File: src/pwm_art_pkg.sv
// Package for the auto-reload PWM timer: register offsets, field positions,
// reset values and bus carriers.
// Assumes a 32-bit APB master; offsets are word indices (byte address = 4 * index).
package pwm_art_pkg;

	// ------------------------------------------------------------
	// Register indices (byte address is four times the index)
	// ------------------------------------------------------------
	localparam logic [7:0] IDX_DUTY_CH3 = 8'h73;
	localparam logic [7:0] IDX_DUTY_CH2 = 8'h74;
	localparam logic [7:0] IDX_DUTY_CH1 = 8'h75;
	localparam logic [7:0] IDX_DUTY_CH0 = 8'h76;
	localparam logic [7:0] IDX_OUTPUT_CONTROL = 8'h77;
	localparam logic [7:0] IDX_TIMER_CSR = 8'h78;
	localparam logic [7:0] IDX_COUNTER_WINDOW = 8'h79;
	localparam logic [7:0] IDX_RELOAD_VALUE = 8'h7A;
	localparam logic [7:0] IDX_CAPTURE_CSR = 8'h7B;
	localparam logic [7:0] IDX_CAPTURE_VALUE_1 = 8'h7C;
	localparam logic [7:0] IDX_CAPTURE_VALUE_2 = 8'h7D;
	localparam int ADDR_LSB = 2;

	// ------------------------------------------------------------
	// Field positions
	// ------------------------------------------------------------
	localparam int TCS_EXT_CLOCK_SELECT = 7;
	localparam int TCS_PRESCALE_HI = 6;
	localparam int TCS_PRESCALE_LO = 4;
	localparam int TCS_COUNTER_RUN = 3;
	localparam int TCS_FORCE_RELOAD = 2;
	localparam int TCS_OVERFLOW_IRQ_EN = 1;
	localparam int TCS_OVERFLOW_FLAG = 0;
	localparam int OC_ENABLE_LO = 4;
	localparam int OC_POLARITY_LO = 0;
	localparam int CCS_EDGE_LO = 4;
	localparam int CCS_IRQ_EN_LO = 2;
	localparam int CCS_FLAG_LO = 0;

	// ------------------------------------------------------------
	// Reset values and counts
	// ------------------------------------------------------------
	localparam logic [7:0] REG_RESET = 8'h00;
	localparam logic [7:0] COUNT_TOP = 8'hFF;
	localparam logic [6:0] PRESCALE_RESET = 7'h00;
	localparam logic [31:0] READ_UNMAPPED = 32'h0000_0000;

	// APB request carrier
	typedef struct packed {
		logic sel;
		logic enable;
		logic write;
		logic [11:0] addr;
		logic [31:0] wdata;
	} apb_req_t;

	// APB answer carrier
	typedef struct packed {
		logic ready;
		logic slverr;
		logic [31:0] rdata;
	} apb_rsp_t;

endpackage : pwm_art_pkg

File: src/pwm_art_timer.sv
// Auto-reload 8-bit PWM timer with four waveform outputs and two captures.
// Assumes one 10 MHz pclk, an APB master, and synchronous pin inputs.
// Capture and external clock pins arrive already in the pclk domain.
// Register index is paddr[9:2]; the other address bits are ignored.
//
// Functional notes
// - Counter window reads and writes live counter
// - Overflow loads reload value into counter
// - Overflow drives enabled outputs to overflow level
// - Duty resolution follows the reload value
// - Control bits 7:4 enable each output
// - Output high while counter <= shadow
// - Polarity change inverts output immediately
// - Duty register sets second edge via shadow
// - Capture status bits 7:6 read zero
// - Edge bit: 0 falling, 1 rising
// - Capture irq enables gate each request
// - Capture flag set on capture, cleared by read
// - Capture copies counter; value register read-only
// - Register map from 73h to 7Dh
// - All registers read zero after reset
// - Shadows hidden, reloaded at every overflow
// - Overflow sets flag; status read clears it
// - Force reload loads counter, clears prescaler
// - Prescale select divides by 1 to 128
//
// Register access over APB was chosen for this implementation.
`timescale 1ns/1ns
module pwm_art_timer (
	input wire logic pclk,
	input wire logic presetn,
	input wire logic psel,
	input wire logic penable,
	input wire logic pwrite,
	input wire logic [11:0] paddr,
	input wire logic [31:0] pwdata,
	output logic [31:0] prdata,
	output logic pready,
	output logic pslverr,
	input wire logic ext_clock_in,
	input wire logic [1:0] capture_pin,
	output logic [3:0] waveform_out,
	output logic [3:0] waveform_oe,
	output logic overflow_irq,
	output logic [1:0] capture_irq
);

	// ------------------------------------------------------------
	// Bus decode
	// ------------------------------------------------------------
	pwm_art_pkg::apb_req_t req;
	pwm_art_pkg::apb_rsp_t rsp_q, rsp_d;
	logic [7:0] idx;
	logic wr_acc, rd_acc, setup;

	// Bundle the bus request and find the register index
	assign req = '{sel: psel, enable: penable, write: pwrite, addr: paddr, wdata: pwdata};
	assign idx = req.addr[pwm_art_pkg::ADDR_LSB +: 8];
	assign setup = req.sel & ~req.enable;
	// Back-to-back transfers are fine: a setup may follow an access at once
	// Access phase; slave answers with pready in the second cycle
	assign wr_acc = req.sel & req.enable & req.write & rsp_q.ready;
	assign rd_acc = req.sel & req.enable & ~req.write & rsp_q.ready;

	// Decode of the mapped index range, used by the read answer
	// register map
	function automatic logic mapped(input logic [7:0] i);
		mapped = (i >= pwm_art_pkg::IDX_DUTY_CH3) && (i <= pwm_art_pkg::IDX_CAPTURE_VALUE_2);
	endfunction : mapped

	// Detect a selected transition on a capture input
	function automatic logic edge_hit(input logic prev, input logic cur, input logic rising);
		edge_hit = rising ? (~prev & cur) : (prev & ~cur);
	endfunction : edge_hit

	// ------------------------------------------------------------
	// Register state
	// ------------------------------------------------------------
	// Duty registers and their compare shadows
	logic [7:0] duty_q [4], duty_d [4];
	logic [7:0] shadow_q [4], shadow_d [4];
	// Output enables and polarities
	logic [7:0] output_control_q, output_control_d;
	// Timer control and status fields
	logic ext_sel_q, ext_sel_d;
	logic [2:0] prescale_sel_q, prescale_sel_d;
	logic run_q, run_d;
	logic ovf_ie_q, ovf_ie_d;
	logic ovf_flag_q, ovf_flag_d;
	// Counter, prescaler and reload value
	logic [7:0] counter_q, counter_d;
	logic [6:0] prescaler_q, prescaler_d;
	logic [7:0] reload_q, reload_d;
	// Capture control, flags and values
	logic [1:0] cap_edge_q, cap_edge_d;
	logic [1:0] cap_ie_q, cap_ie_d;
	logic [1:0] cap_flag_q, cap_flag_d;
	logic [7:0] cap_val_q [2], cap_val_d [2];
	// Pin history for edge detection
	logic [1:0] cap_prev_q, cap_prev_d;
	logic ext_prev_q, ext_prev_d;
	// Waveform levels, pins and interrupt flops
	logic [3:0] level_q, level_d;
	logic [3:0] wave_q, wave_d;
	logic [3:0] oe_q, oe_d;
	logic ovf_irq_q, ovf_irq_d;
	logic [1:0] cap_irq_q, cap_irq_d;

	logic input_tick, count_tick, overflow;
	logic [7:0] tcs_read, ccs_read;
	logic [1:0] capture_ev;

	// ------------------------------------------------------------
	// Prescaler and counter tick
	// ------------------------------------------------------------
	// An external edge is found against the last sampled pin level
	// input clock is pclk or an external edge count
	assign input_tick = ext_sel_q ? (ext_clock_in & ~ext_prev_q) : 1'b1;

	// A clear run bit blocks every tick, which freezes the counter
	// divide by power of two
	always_comb begin
		logic [6:0] mask;
		// Mask covers the prescaler bits that must all be ones
		mask = 7'((8'h01 << prescale_sel_q) - 8'h01);
		count_tick = run_q & input_tick & ((prescaler_q & mask) == mask);
	end

	// overflow is a tick at FFh
	assign overflow = count_tick & (counter_q == pwm_art_pkg::COUNT_TOP);

	// Capture edges; a pending flag blocks a new transfer
	// Edge is found between the last sample and the pin now
	always_comb begin
		for (int c = 0; c < 2; c++) begin
			capture_ev[c] = edge_hit(cap_prev_q[c], capture_pin[c], cap_edge_q[c]);
		end
	end

	// Readback of the status registers
	// force reload bit reads zero
	assign tcs_read = {ext_sel_q, prescale_sel_q, run_q, 1'b0, ovf_ie_q, ovf_flag_q};
	assign ccs_read = {2'b00, cap_edge_q, cap_ie_q, cap_flag_q};

	// ------------------------------------------------------------
	// Next state
	// ------------------------------------------------------------
	always_comb begin
		// Every register except the pin history holds unless something below changes it; the pin history follows the pins
		duty_d = duty_q;
		shadow_d = shadow_q;
		output_control_d = output_control_q;
		ext_sel_d = ext_sel_q;
		prescale_sel_d = prescale_sel_q;
		run_d = run_q;
		ovf_ie_d = ovf_ie_q;
		ovf_flag_d = ovf_flag_q;
		counter_d = counter_q;
		prescaler_d = prescaler_q;
		reload_d = reload_q;
		cap_edge_d = cap_edge_q;
		cap_ie_d = cap_ie_q;
		cap_flag_d = cap_flag_q;
		cap_val_d = cap_val_q;
		cap_prev_d = capture_pin;
		ext_prev_d = ext_clock_in;
		level_d = level_q;
		rsp_d = rsp_q;

		// run bit freezes prescaler and counter
		if (run_q && input_tick) begin
			prescaler_d = 7'(prescaler_q + 7'h01);
		end
		if (count_tick) begin
			counter_d = 8'(counter_q + 8'h01);
		end
		if (overflow) begin
			counter_d = reload_q;
			// resolution is 256 minus reload
			// Fewer counts per period give coarser duty steps
			// shadows refresh at overflow
			for (int c = 0; c < 4; c++) begin
				shadow_d[c] = duty_q[c];
			end
			level_d = 4'hF;
		end

		// Bus writes land only at the access edge, with pready high
		if (wr_acc) begin
			unique case (idx)
				pwm_art_pkg::IDX_DUTY_CH3: duty_d[3] = req.wdata[7:0];
				pwm_art_pkg::IDX_DUTY_CH2: duty_d[2] = req.wdata[7:0];
				pwm_art_pkg::IDX_DUTY_CH1: duty_d[1] = req.wdata[7:0];
				pwm_art_pkg::IDX_DUTY_CH0: duty_d[0] = req.wdata[7:0];
				pwm_art_pkg::IDX_OUTPUT_CONTROL: output_control_d = req.wdata[7:0];
				pwm_art_pkg::IDX_TIMER_CSR: begin
					ext_sel_d = req.wdata[pwm_art_pkg::TCS_EXT_CLOCK_SELECT];
					prescale_sel_d = req.wdata[pwm_art_pkg::TCS_PRESCALE_HI:pwm_art_pkg::TCS_PRESCALE_LO];
					run_d = req.wdata[pwm_art_pkg::TCS_COUNTER_RUN];
					ovf_ie_d = req.wdata[pwm_art_pkg::TCS_OVERFLOW_IRQ_EN];
					if (req.wdata[pwm_art_pkg::TCS_FORCE_RELOAD]) begin
						counter_d = reload_q;
						prescaler_d = pwm_art_pkg::PRESCALE_RESET;
					end
				end
				pwm_art_pkg::IDX_COUNTER_WINDOW: begin
					counter_d = req.wdata[7:0];
					prescaler_d = pwm_art_pkg::PRESCALE_RESET;
				end
				pwm_art_pkg::IDX_RELOAD_VALUE: reload_d = req.wdata[7:0];
				pwm_art_pkg::IDX_CAPTURE_CSR: begin
					cap_edge_d = req.wdata[pwm_art_pkg::CCS_EDGE_LO +: 2];
					cap_ie_d = req.wdata[pwm_art_pkg::CCS_IRQ_EN_LO +: 2];
				end
				default: ;
			endcase
		end

		// level falls once the next count passes its shadow
		// Next values are compared so the pin stays in step with the counter
		for (int c = 0; c < 4; c++) begin
			if (!overflow && counter_d > shadow_d[c]) begin
				level_d[c] = 1'b0;
			end
		end

		// Read side effects
		// Clears act only at the access edge, as writes do
		if (rd_acc) begin
			if (idx == pwm_art_pkg::IDX_TIMER_CSR) begin
				ovf_flag_d = 1'b0;
			end
			if (idx == pwm_art_pkg::IDX_CAPTURE_VALUE_1) begin
				cap_flag_d[0] = 1'b0;
			end
			if (idx == pwm_art_pkg::IDX_CAPTURE_VALUE_2) begin
				cap_flag_d[1] = 1'b0;
			end
		end
		// set wins over the read clear
		if (overflow) begin
			ovf_flag_d = 1'b1;
		end
		for (int c = 0; c < 2; c++) begin
			// latch counter; held while flag pending
			if (capture_ev[c] && !cap_flag_q[c]) begin
				cap_val_d[c] = counter_q;
				cap_flag_d[c] = 1'b1;
			end
		end

		// Bus answer: one wait state, data from the registers
		// Read data is taken at setup so it stands through the access cycle
		// Unmapped indices answer zero and never raise an error
		rsp_d.ready = setup;
		rsp_d.slverr = 1'b0;
		rsp_d.rdata = pwm_art_pkg::READ_UNMAPPED;
		if (setup && !req.write && mapped(idx)) begin
			unique case (idx)
				pwm_art_pkg::IDX_DUTY_CH3: rsp_d.rdata[7:0] = duty_q[3];
				pwm_art_pkg::IDX_DUTY_CH2: rsp_d.rdata[7:0] = duty_q[2];
				pwm_art_pkg::IDX_DUTY_CH1: rsp_d.rdata[7:0] = duty_q[1];
				pwm_art_pkg::IDX_DUTY_CH0: rsp_d.rdata[7:0] = duty_q[0];
				pwm_art_pkg::IDX_OUTPUT_CONTROL: rsp_d.rdata[7:0] = output_control_q;
				pwm_art_pkg::IDX_TIMER_CSR: rsp_d.rdata[7:0] = tcs_read;
				pwm_art_pkg::IDX_COUNTER_WINDOW: rsp_d.rdata[7:0] = counter_q;
				pwm_art_pkg::IDX_RELOAD_VALUE: rsp_d.rdata[7:0] = reload_q;
				pwm_art_pkg::IDX_CAPTURE_CSR: rsp_d.rdata[7:0] = ccs_read;
				pwm_art_pkg::IDX_CAPTURE_VALUE_1: rsp_d.rdata[7:0] = cap_val_q[0];
				pwm_art_pkg::IDX_CAPTURE_VALUE_2: rsp_d.rdata[7:0] = cap_val_q[1];
				default: rsp_d.rdata = pwm_art_pkg::READ_UNMAPPED;
			endcase
		end
	end

	// ------------------------------------------------------------
	// Output stage
	// ------------------------------------------------------------
	always_comb begin
		for (int c = 0; c < 4; c++) begin
			// Level is kept with the pin disabled, so enabling it shows no glitch
			// polarity applied after the level, so a change shows at once
			wave_d[c] = level_d[c] ^ output_control_d[pwm_art_pkg::OC_POLARITY_LO + c];
			oe_d[c] = output_control_d[pwm_art_pkg::OC_ENABLE_LO + c];
		end
		// Interrupt lines follow the next flag state so they match the flags
		// capture requests gated by enables
		cap_irq_d = cap_flag_d & cap_ie_d;
		ovf_irq_d = ovf_flag_d & ovf_ie_d;
	end

	// ------------------------------------------------------------
	// Registers
	// ------------------------------------------------------------
	// everything clears on reset
	// The asynchronous reset branch loads constants only
	always_ff @(posedge pclk or negedge presetn) begin
		if (!presetn) begin
			for (int c = 0; c < 4; c++) begin
				duty_q[c] <= pwm_art_pkg::REG_RESET;
				shadow_q[c] <= pwm_art_pkg::REG_RESET;
			end
			cap_val_q[0] <= pwm_art_pkg::REG_RESET;
			cap_val_q[1] <= pwm_art_pkg::REG_RESET;
			output_control_q <= pwm_art_pkg::REG_RESET;
			ext_sel_q <= 1'b0;
			prescale_sel_q <= 3'h0;
			run_q <= 1'b0;
			ovf_ie_q <= 1'b0;
			ovf_flag_q <= 1'b0;
			counter_q <= pwm_art_pkg::REG_RESET;
			prescaler_q <= pwm_art_pkg::PRESCALE_RESET;
			reload_q <= pwm_art_pkg::REG_RESET;
			cap_edge_q <= 2'h0;
			cap_ie_q <= 2'h0;
			cap_flag_q <= 2'h0;
			// Pin history resets low; the default falling select cannot fire on it
			cap_prev_q <= 2'h0;
			ext_prev_q <= 1'b0;
			level_q <= 4'h0;
			wave_q <= 4'h0;
			oe_q <= 4'h0;
			ovf_irq_q <= 1'b0;
			cap_irq_q <= 2'h0;
			rsp_q <= '0;
		end else begin
			duty_q <= duty_d;
			shadow_q <= shadow_d;
			cap_val_q <= cap_val_d;
			output_control_q <= output_control_d;
			ext_sel_q <= ext_sel_d;
			prescale_sel_q <= prescale_sel_d;
			run_q <= run_d;
			ovf_ie_q <= ovf_ie_d;
			ovf_flag_q <= ovf_flag_d;
			counter_q <= counter_d;
			prescaler_q <= prescaler_d;
			reload_q <= reload_d;
			cap_edge_q <= cap_edge_d;
			cap_ie_q <= cap_ie_d;
			cap_flag_q <= cap_flag_d;
			cap_prev_q <= cap_prev_d;
			ext_prev_q <= ext_prev_d;
			level_q <= level_d;
			wave_q <= wave_d;
			oe_q <= oe_d;
			ovf_irq_q <= ovf_irq_d;
			cap_irq_q <= cap_irq_d;
			rsp_q <= rsp_d;
		end
	end

	// Ports straight from flip-flops
	// No output depends on a bus input through logic
	assign prdata = rsp_q.rdata;
	assign pready = rsp_q.ready;
	assign pslverr = rsp_q.slverr;
	assign waveform_out = wave_q;
	assign waveform_oe = oe_q;
	assign overflow_irq = ovf_irq_q;
	assign capture_irq = cap_irq_q;

endmodule : pwm_art_timer

File: config.mk
export PLATFORM = sky130hd
export DESIGN_NAME = pwm_art_timer
export DESIGN_NICKNAME = d
export VERILOG_FILES = /design/src/pwm_art_pkg.sv /design/src/pwm_art_timer.sv
export SDC_FILE = /design/constraint.sdc
export NUM_CORES = 1
export LEC_CHECK = 0
export BUFFER_PORTS_ARGS = -buffer_cell sky130_fd_sc_hd__buf_2
export CAP_MARGIN = 40
export CORE_UTILIZATION = 25
export CTS_CLUSTER_SIZE = 12
export DETAILED_ROUTE_END_ITERATION = 6
export PLACE_DENSITY_LB_ADDON = 0.08
export SYNTH_ARGS = -nofsm -noshare
export SYNTH_HDL_FRONTEND = slang
export SYNTH_SLANG_ARGS = --single-unit
File: constraint.sdc
create_clock -name pclk -period 4.1 [get_ports pclk]
set_input_delay 0 -clock pclk [delete_from_list [all_inputs] [get_ports pclk]]
set_output_delay 0 -clock pclk [all_outputs]
set_load 0.02 [all_outputs]
==> qor.yml <==
placement:
  post-place-ws_ns: 0.194
  gp_congestion: 0.867
  numPortBuffers: 43
  hpwl_um: 18500
die:
  die_area_sq_um: 32300
  start_util_pct: 25.6
  die_h_um: 180
  io-pin-count: 97
  row_count: 64
  core-area_sq_um: 30800
  dieWidth_um: 180
drt:
  vias_per_cell: 4.79
  vias: 5670
  wirelength_um: 25000
  first_pass_iters: 6
  drtIter0Drc: 297
  wl_per_cell_um: 21.2
  drc: 8
  ant_nets: 0
synth:
  synth_edf_count: 0
  syn_area_sq_um: 7900
  synthArstFlopShare_pct: 100
  yosys_warnings: 0
  synth-main-ff-cell: "dfrtp_1"
  synth_top_cell_area_share_pct: 46.5
  yosysTopAreaCell: "dfrtp_1"
  synth_cell_types: 71
  syn_inst: 704
  synth_seq_area_share_pct: 46.5
  syn_avg_cell_area_sq_um: 11.2
  ys_ff_latch: 147
  synth.area.top_cells: "dfrtp_1, mux2_2, ha_1, mux2i_1, buf_4"
clocking:
  cts-root-buf: "clkbuf_16"
  tritoncts: "done"
  cts.sinks: 147
  cts_made_buffers: 17
  clkTransAtPathRegs_ns: 0.06
  clk_path_buf_depth: 2
  htreeDepth: 4
  cts_setup_buffers: 0
  insertion_delay_ns: 0.43
pwr:
  p_leak_nw: 4.73
  peakVddDrop_v: 0.000246
  finalPower_w: 0.00325
  cellPowerDensity_nw_per_um2: 349
critical_path:
  start_kind: "flip-flop"
  crit_arrival_ns: 4.17
  regToRegSetupSlack_ns: 0.23
  endpoint_kind: "flip-flop"
  crit_type: "reg2reg"
  critical_path_required_ns: 4.40
  crit_fanout: 5
sta:
  fin_skew_ns: 0.0171
  worst_slack_ns: 0.232
  slew_headroom_pct: 38.1
  min_period_ns: 3.87
  drv_slew: 0
  hold_viol: 0
  final.setup.tns_ns: 0
  setup_viol: 0
  fin_crit_sh_pct: 94.3
  max_freq_mhz: 259
  tightest_slew_ns: 0.919
cells_and_area:
  layout_commonest_cell: "dfrtp_1"
  diodes: 0
  layout_common_cells: "dfrtp_1, mux2_2, buf_2"
  fin_nets: 861
  layout-drive-gt1-share_pct: 27.2
  synthToLayoutAreaGrowth_pct: 17.9
global_routing:
  grt_first_pass_wirelength_um: 38600
  antenna_found_initial: 0
  grt_max_degree: 83
  overflow: 0
  grt_pass1_vias: 5949
  track_usage_pct: 16.0
outcome:
  status: "finished with violations"
  violations: "DRC"
run:
  drv_cap: 0
hold_path:
  hold_path.class: "in2reg"
[state kept, by name, indices dropped and copies added (netlist names), 3 cells and up]
register and count:
shadow_q 32, prdata 8, prescaler_q 7, output_control_q 4, waveform_oe 4, prescale_sel_q 3
cap_val_q 16, duty_q 32, level_q 4, counter_q 8, waveform_out 4, reload_q 8
[critical path: stages, from the launching register on]
cell and delay, ns:
dfrtp_1 0.37, or3_1 0.37, ha_1 0.21, or4b_1 0.51, a31o_1 0.27, nand2_4 0.11, nor2_1 0.08, buf_4 0.16
a21oi_1 0.16, o32ai_1 0.10, buf_4 0.19, ha_1 0.28, nand3_1 0.09, o21bai_1 0.16, a21oi_1 0.12, nor4b_1 0.06
or3_4 0.37, xor2_1 0.15
[per-stage QoR]
| step | area (sq um) | utilization [%] | std cells | hold slack (ns) |
|---|---|---|---|---|
| detailed placement | 8640 | 28.0 | 1142 | 0.129 |
| floorplan | 7990 | - | 728 | -0.296 |
| global placement | 8600 | 27.9 | 1137 | 0.127 |
| CTS | 9310 | 30.2 | 1183 | 0.0170 |
| finish | 9320 | 30.2 | 1183 | 0.0323 |
| global route | 9320 | 30.2 | 1183 | 0.0289 |
[layout make-up]
cell class | instances | area (sq um)
Fill cell | 3163 | 21500
Multi-Input combinational cell | 485 | 3810
Sequential cell | 147 | 3680
Timing Repair Buffer | 88 | 624
Tap cell | 396 | 495
Clock buffer | 19 | 443
Clock inverter | 13 | 133
Inverter | 35 | 131
[repair_timing]
item                       in CTS  in global routing
setup endpoints to repair       0                  6
hold endpoints to repair       93                  0
hold buffers                    9                  0
gates resized for setup         0                  3
[synthesized netlist by cell type (4+ instances only)]
| master | count |
|---|---|
| dfrtp_1 | 147 |
| mux4_2 | 4 |
| o21ai_0 | 16 |
| inv_1 | 35 |
| nor4_1 | 5 |
| a31oi_1 | 6 |
| ha_1 | 35 |
| mux2_2 | 77 |
| a21oi_1 | 34 |
| nand3_1 | 27 |
| buf_4 | 30 |
| a21o_1 | 7 |
| nor3_1 | 10 |
| clkbuf_1 | 10 |
| and2_1 | 4 |
| mux2i_1 | 40 |
| nand2_1 | 42 |
| o22ai_1 | 9 |
| a221oi_1 | 4 |
| a22oi_1 | 15 |
| nor2_1 | 33 |
| buf_6 | 4 |
| nor2b_1 | 10 |
| xor2_1 | 7 |
| buf_2 | 14 |
[power by group]
| part | total, W | switching [W] | internal (W) |
|---|---|---|---|
| clock | 0.00156 | 0.000652 | 0.000911 |
| sequential | 0.00149 | 0.0000205 | 0.00147 |
| combinational | 0.000198 | 0.000137 | 0.0000607 |
| total | 0.00325 | 0.000810 | 0.00244 |
[cell families (layout without fill, tap and decap cells)]
kind of cell	count (synthesis)	in the layout	share of synthesized area [%]
other cells	1	25	0.0474
compound gates	124	124	10.4
mux	121	121	17.2
xor+xnor	10	10	1.11
buf+inv	96	155	6.59
simple gates	170	170	12.6
fa+ha+maj	35	35	5.54
flops	147	147	46.5
[final timing paths]
check | start | end | depth (start not counted)
max in group asynchronous | presetn | shadow_q[1] | 3
max | prescale_sel_q[2] | waveform_out[3] | 17
min in group asynchronous | presetn | prescaler_q[0] | 2
min | pwdata[1] | duty_q[25] | 2
max reg2reg | prescale_sel_q[2] | waveform_out[3] | 17
min reg2reg | shadow_q[0] | shadow_q[0] | 2
[metal layers]
layer | vias up | share of wire [%] | track usage [%]
met5 | - | 0 | 0
met4 | 0 | 1.3 | 4.28
met3 | 16 | 3.0 | 2.90
met2 | 116 | 47 | 25.7
met1 | 2905 | 49 | 22.0
li1 | 2633 | - | -
Power figures use the tool's default switching activity.
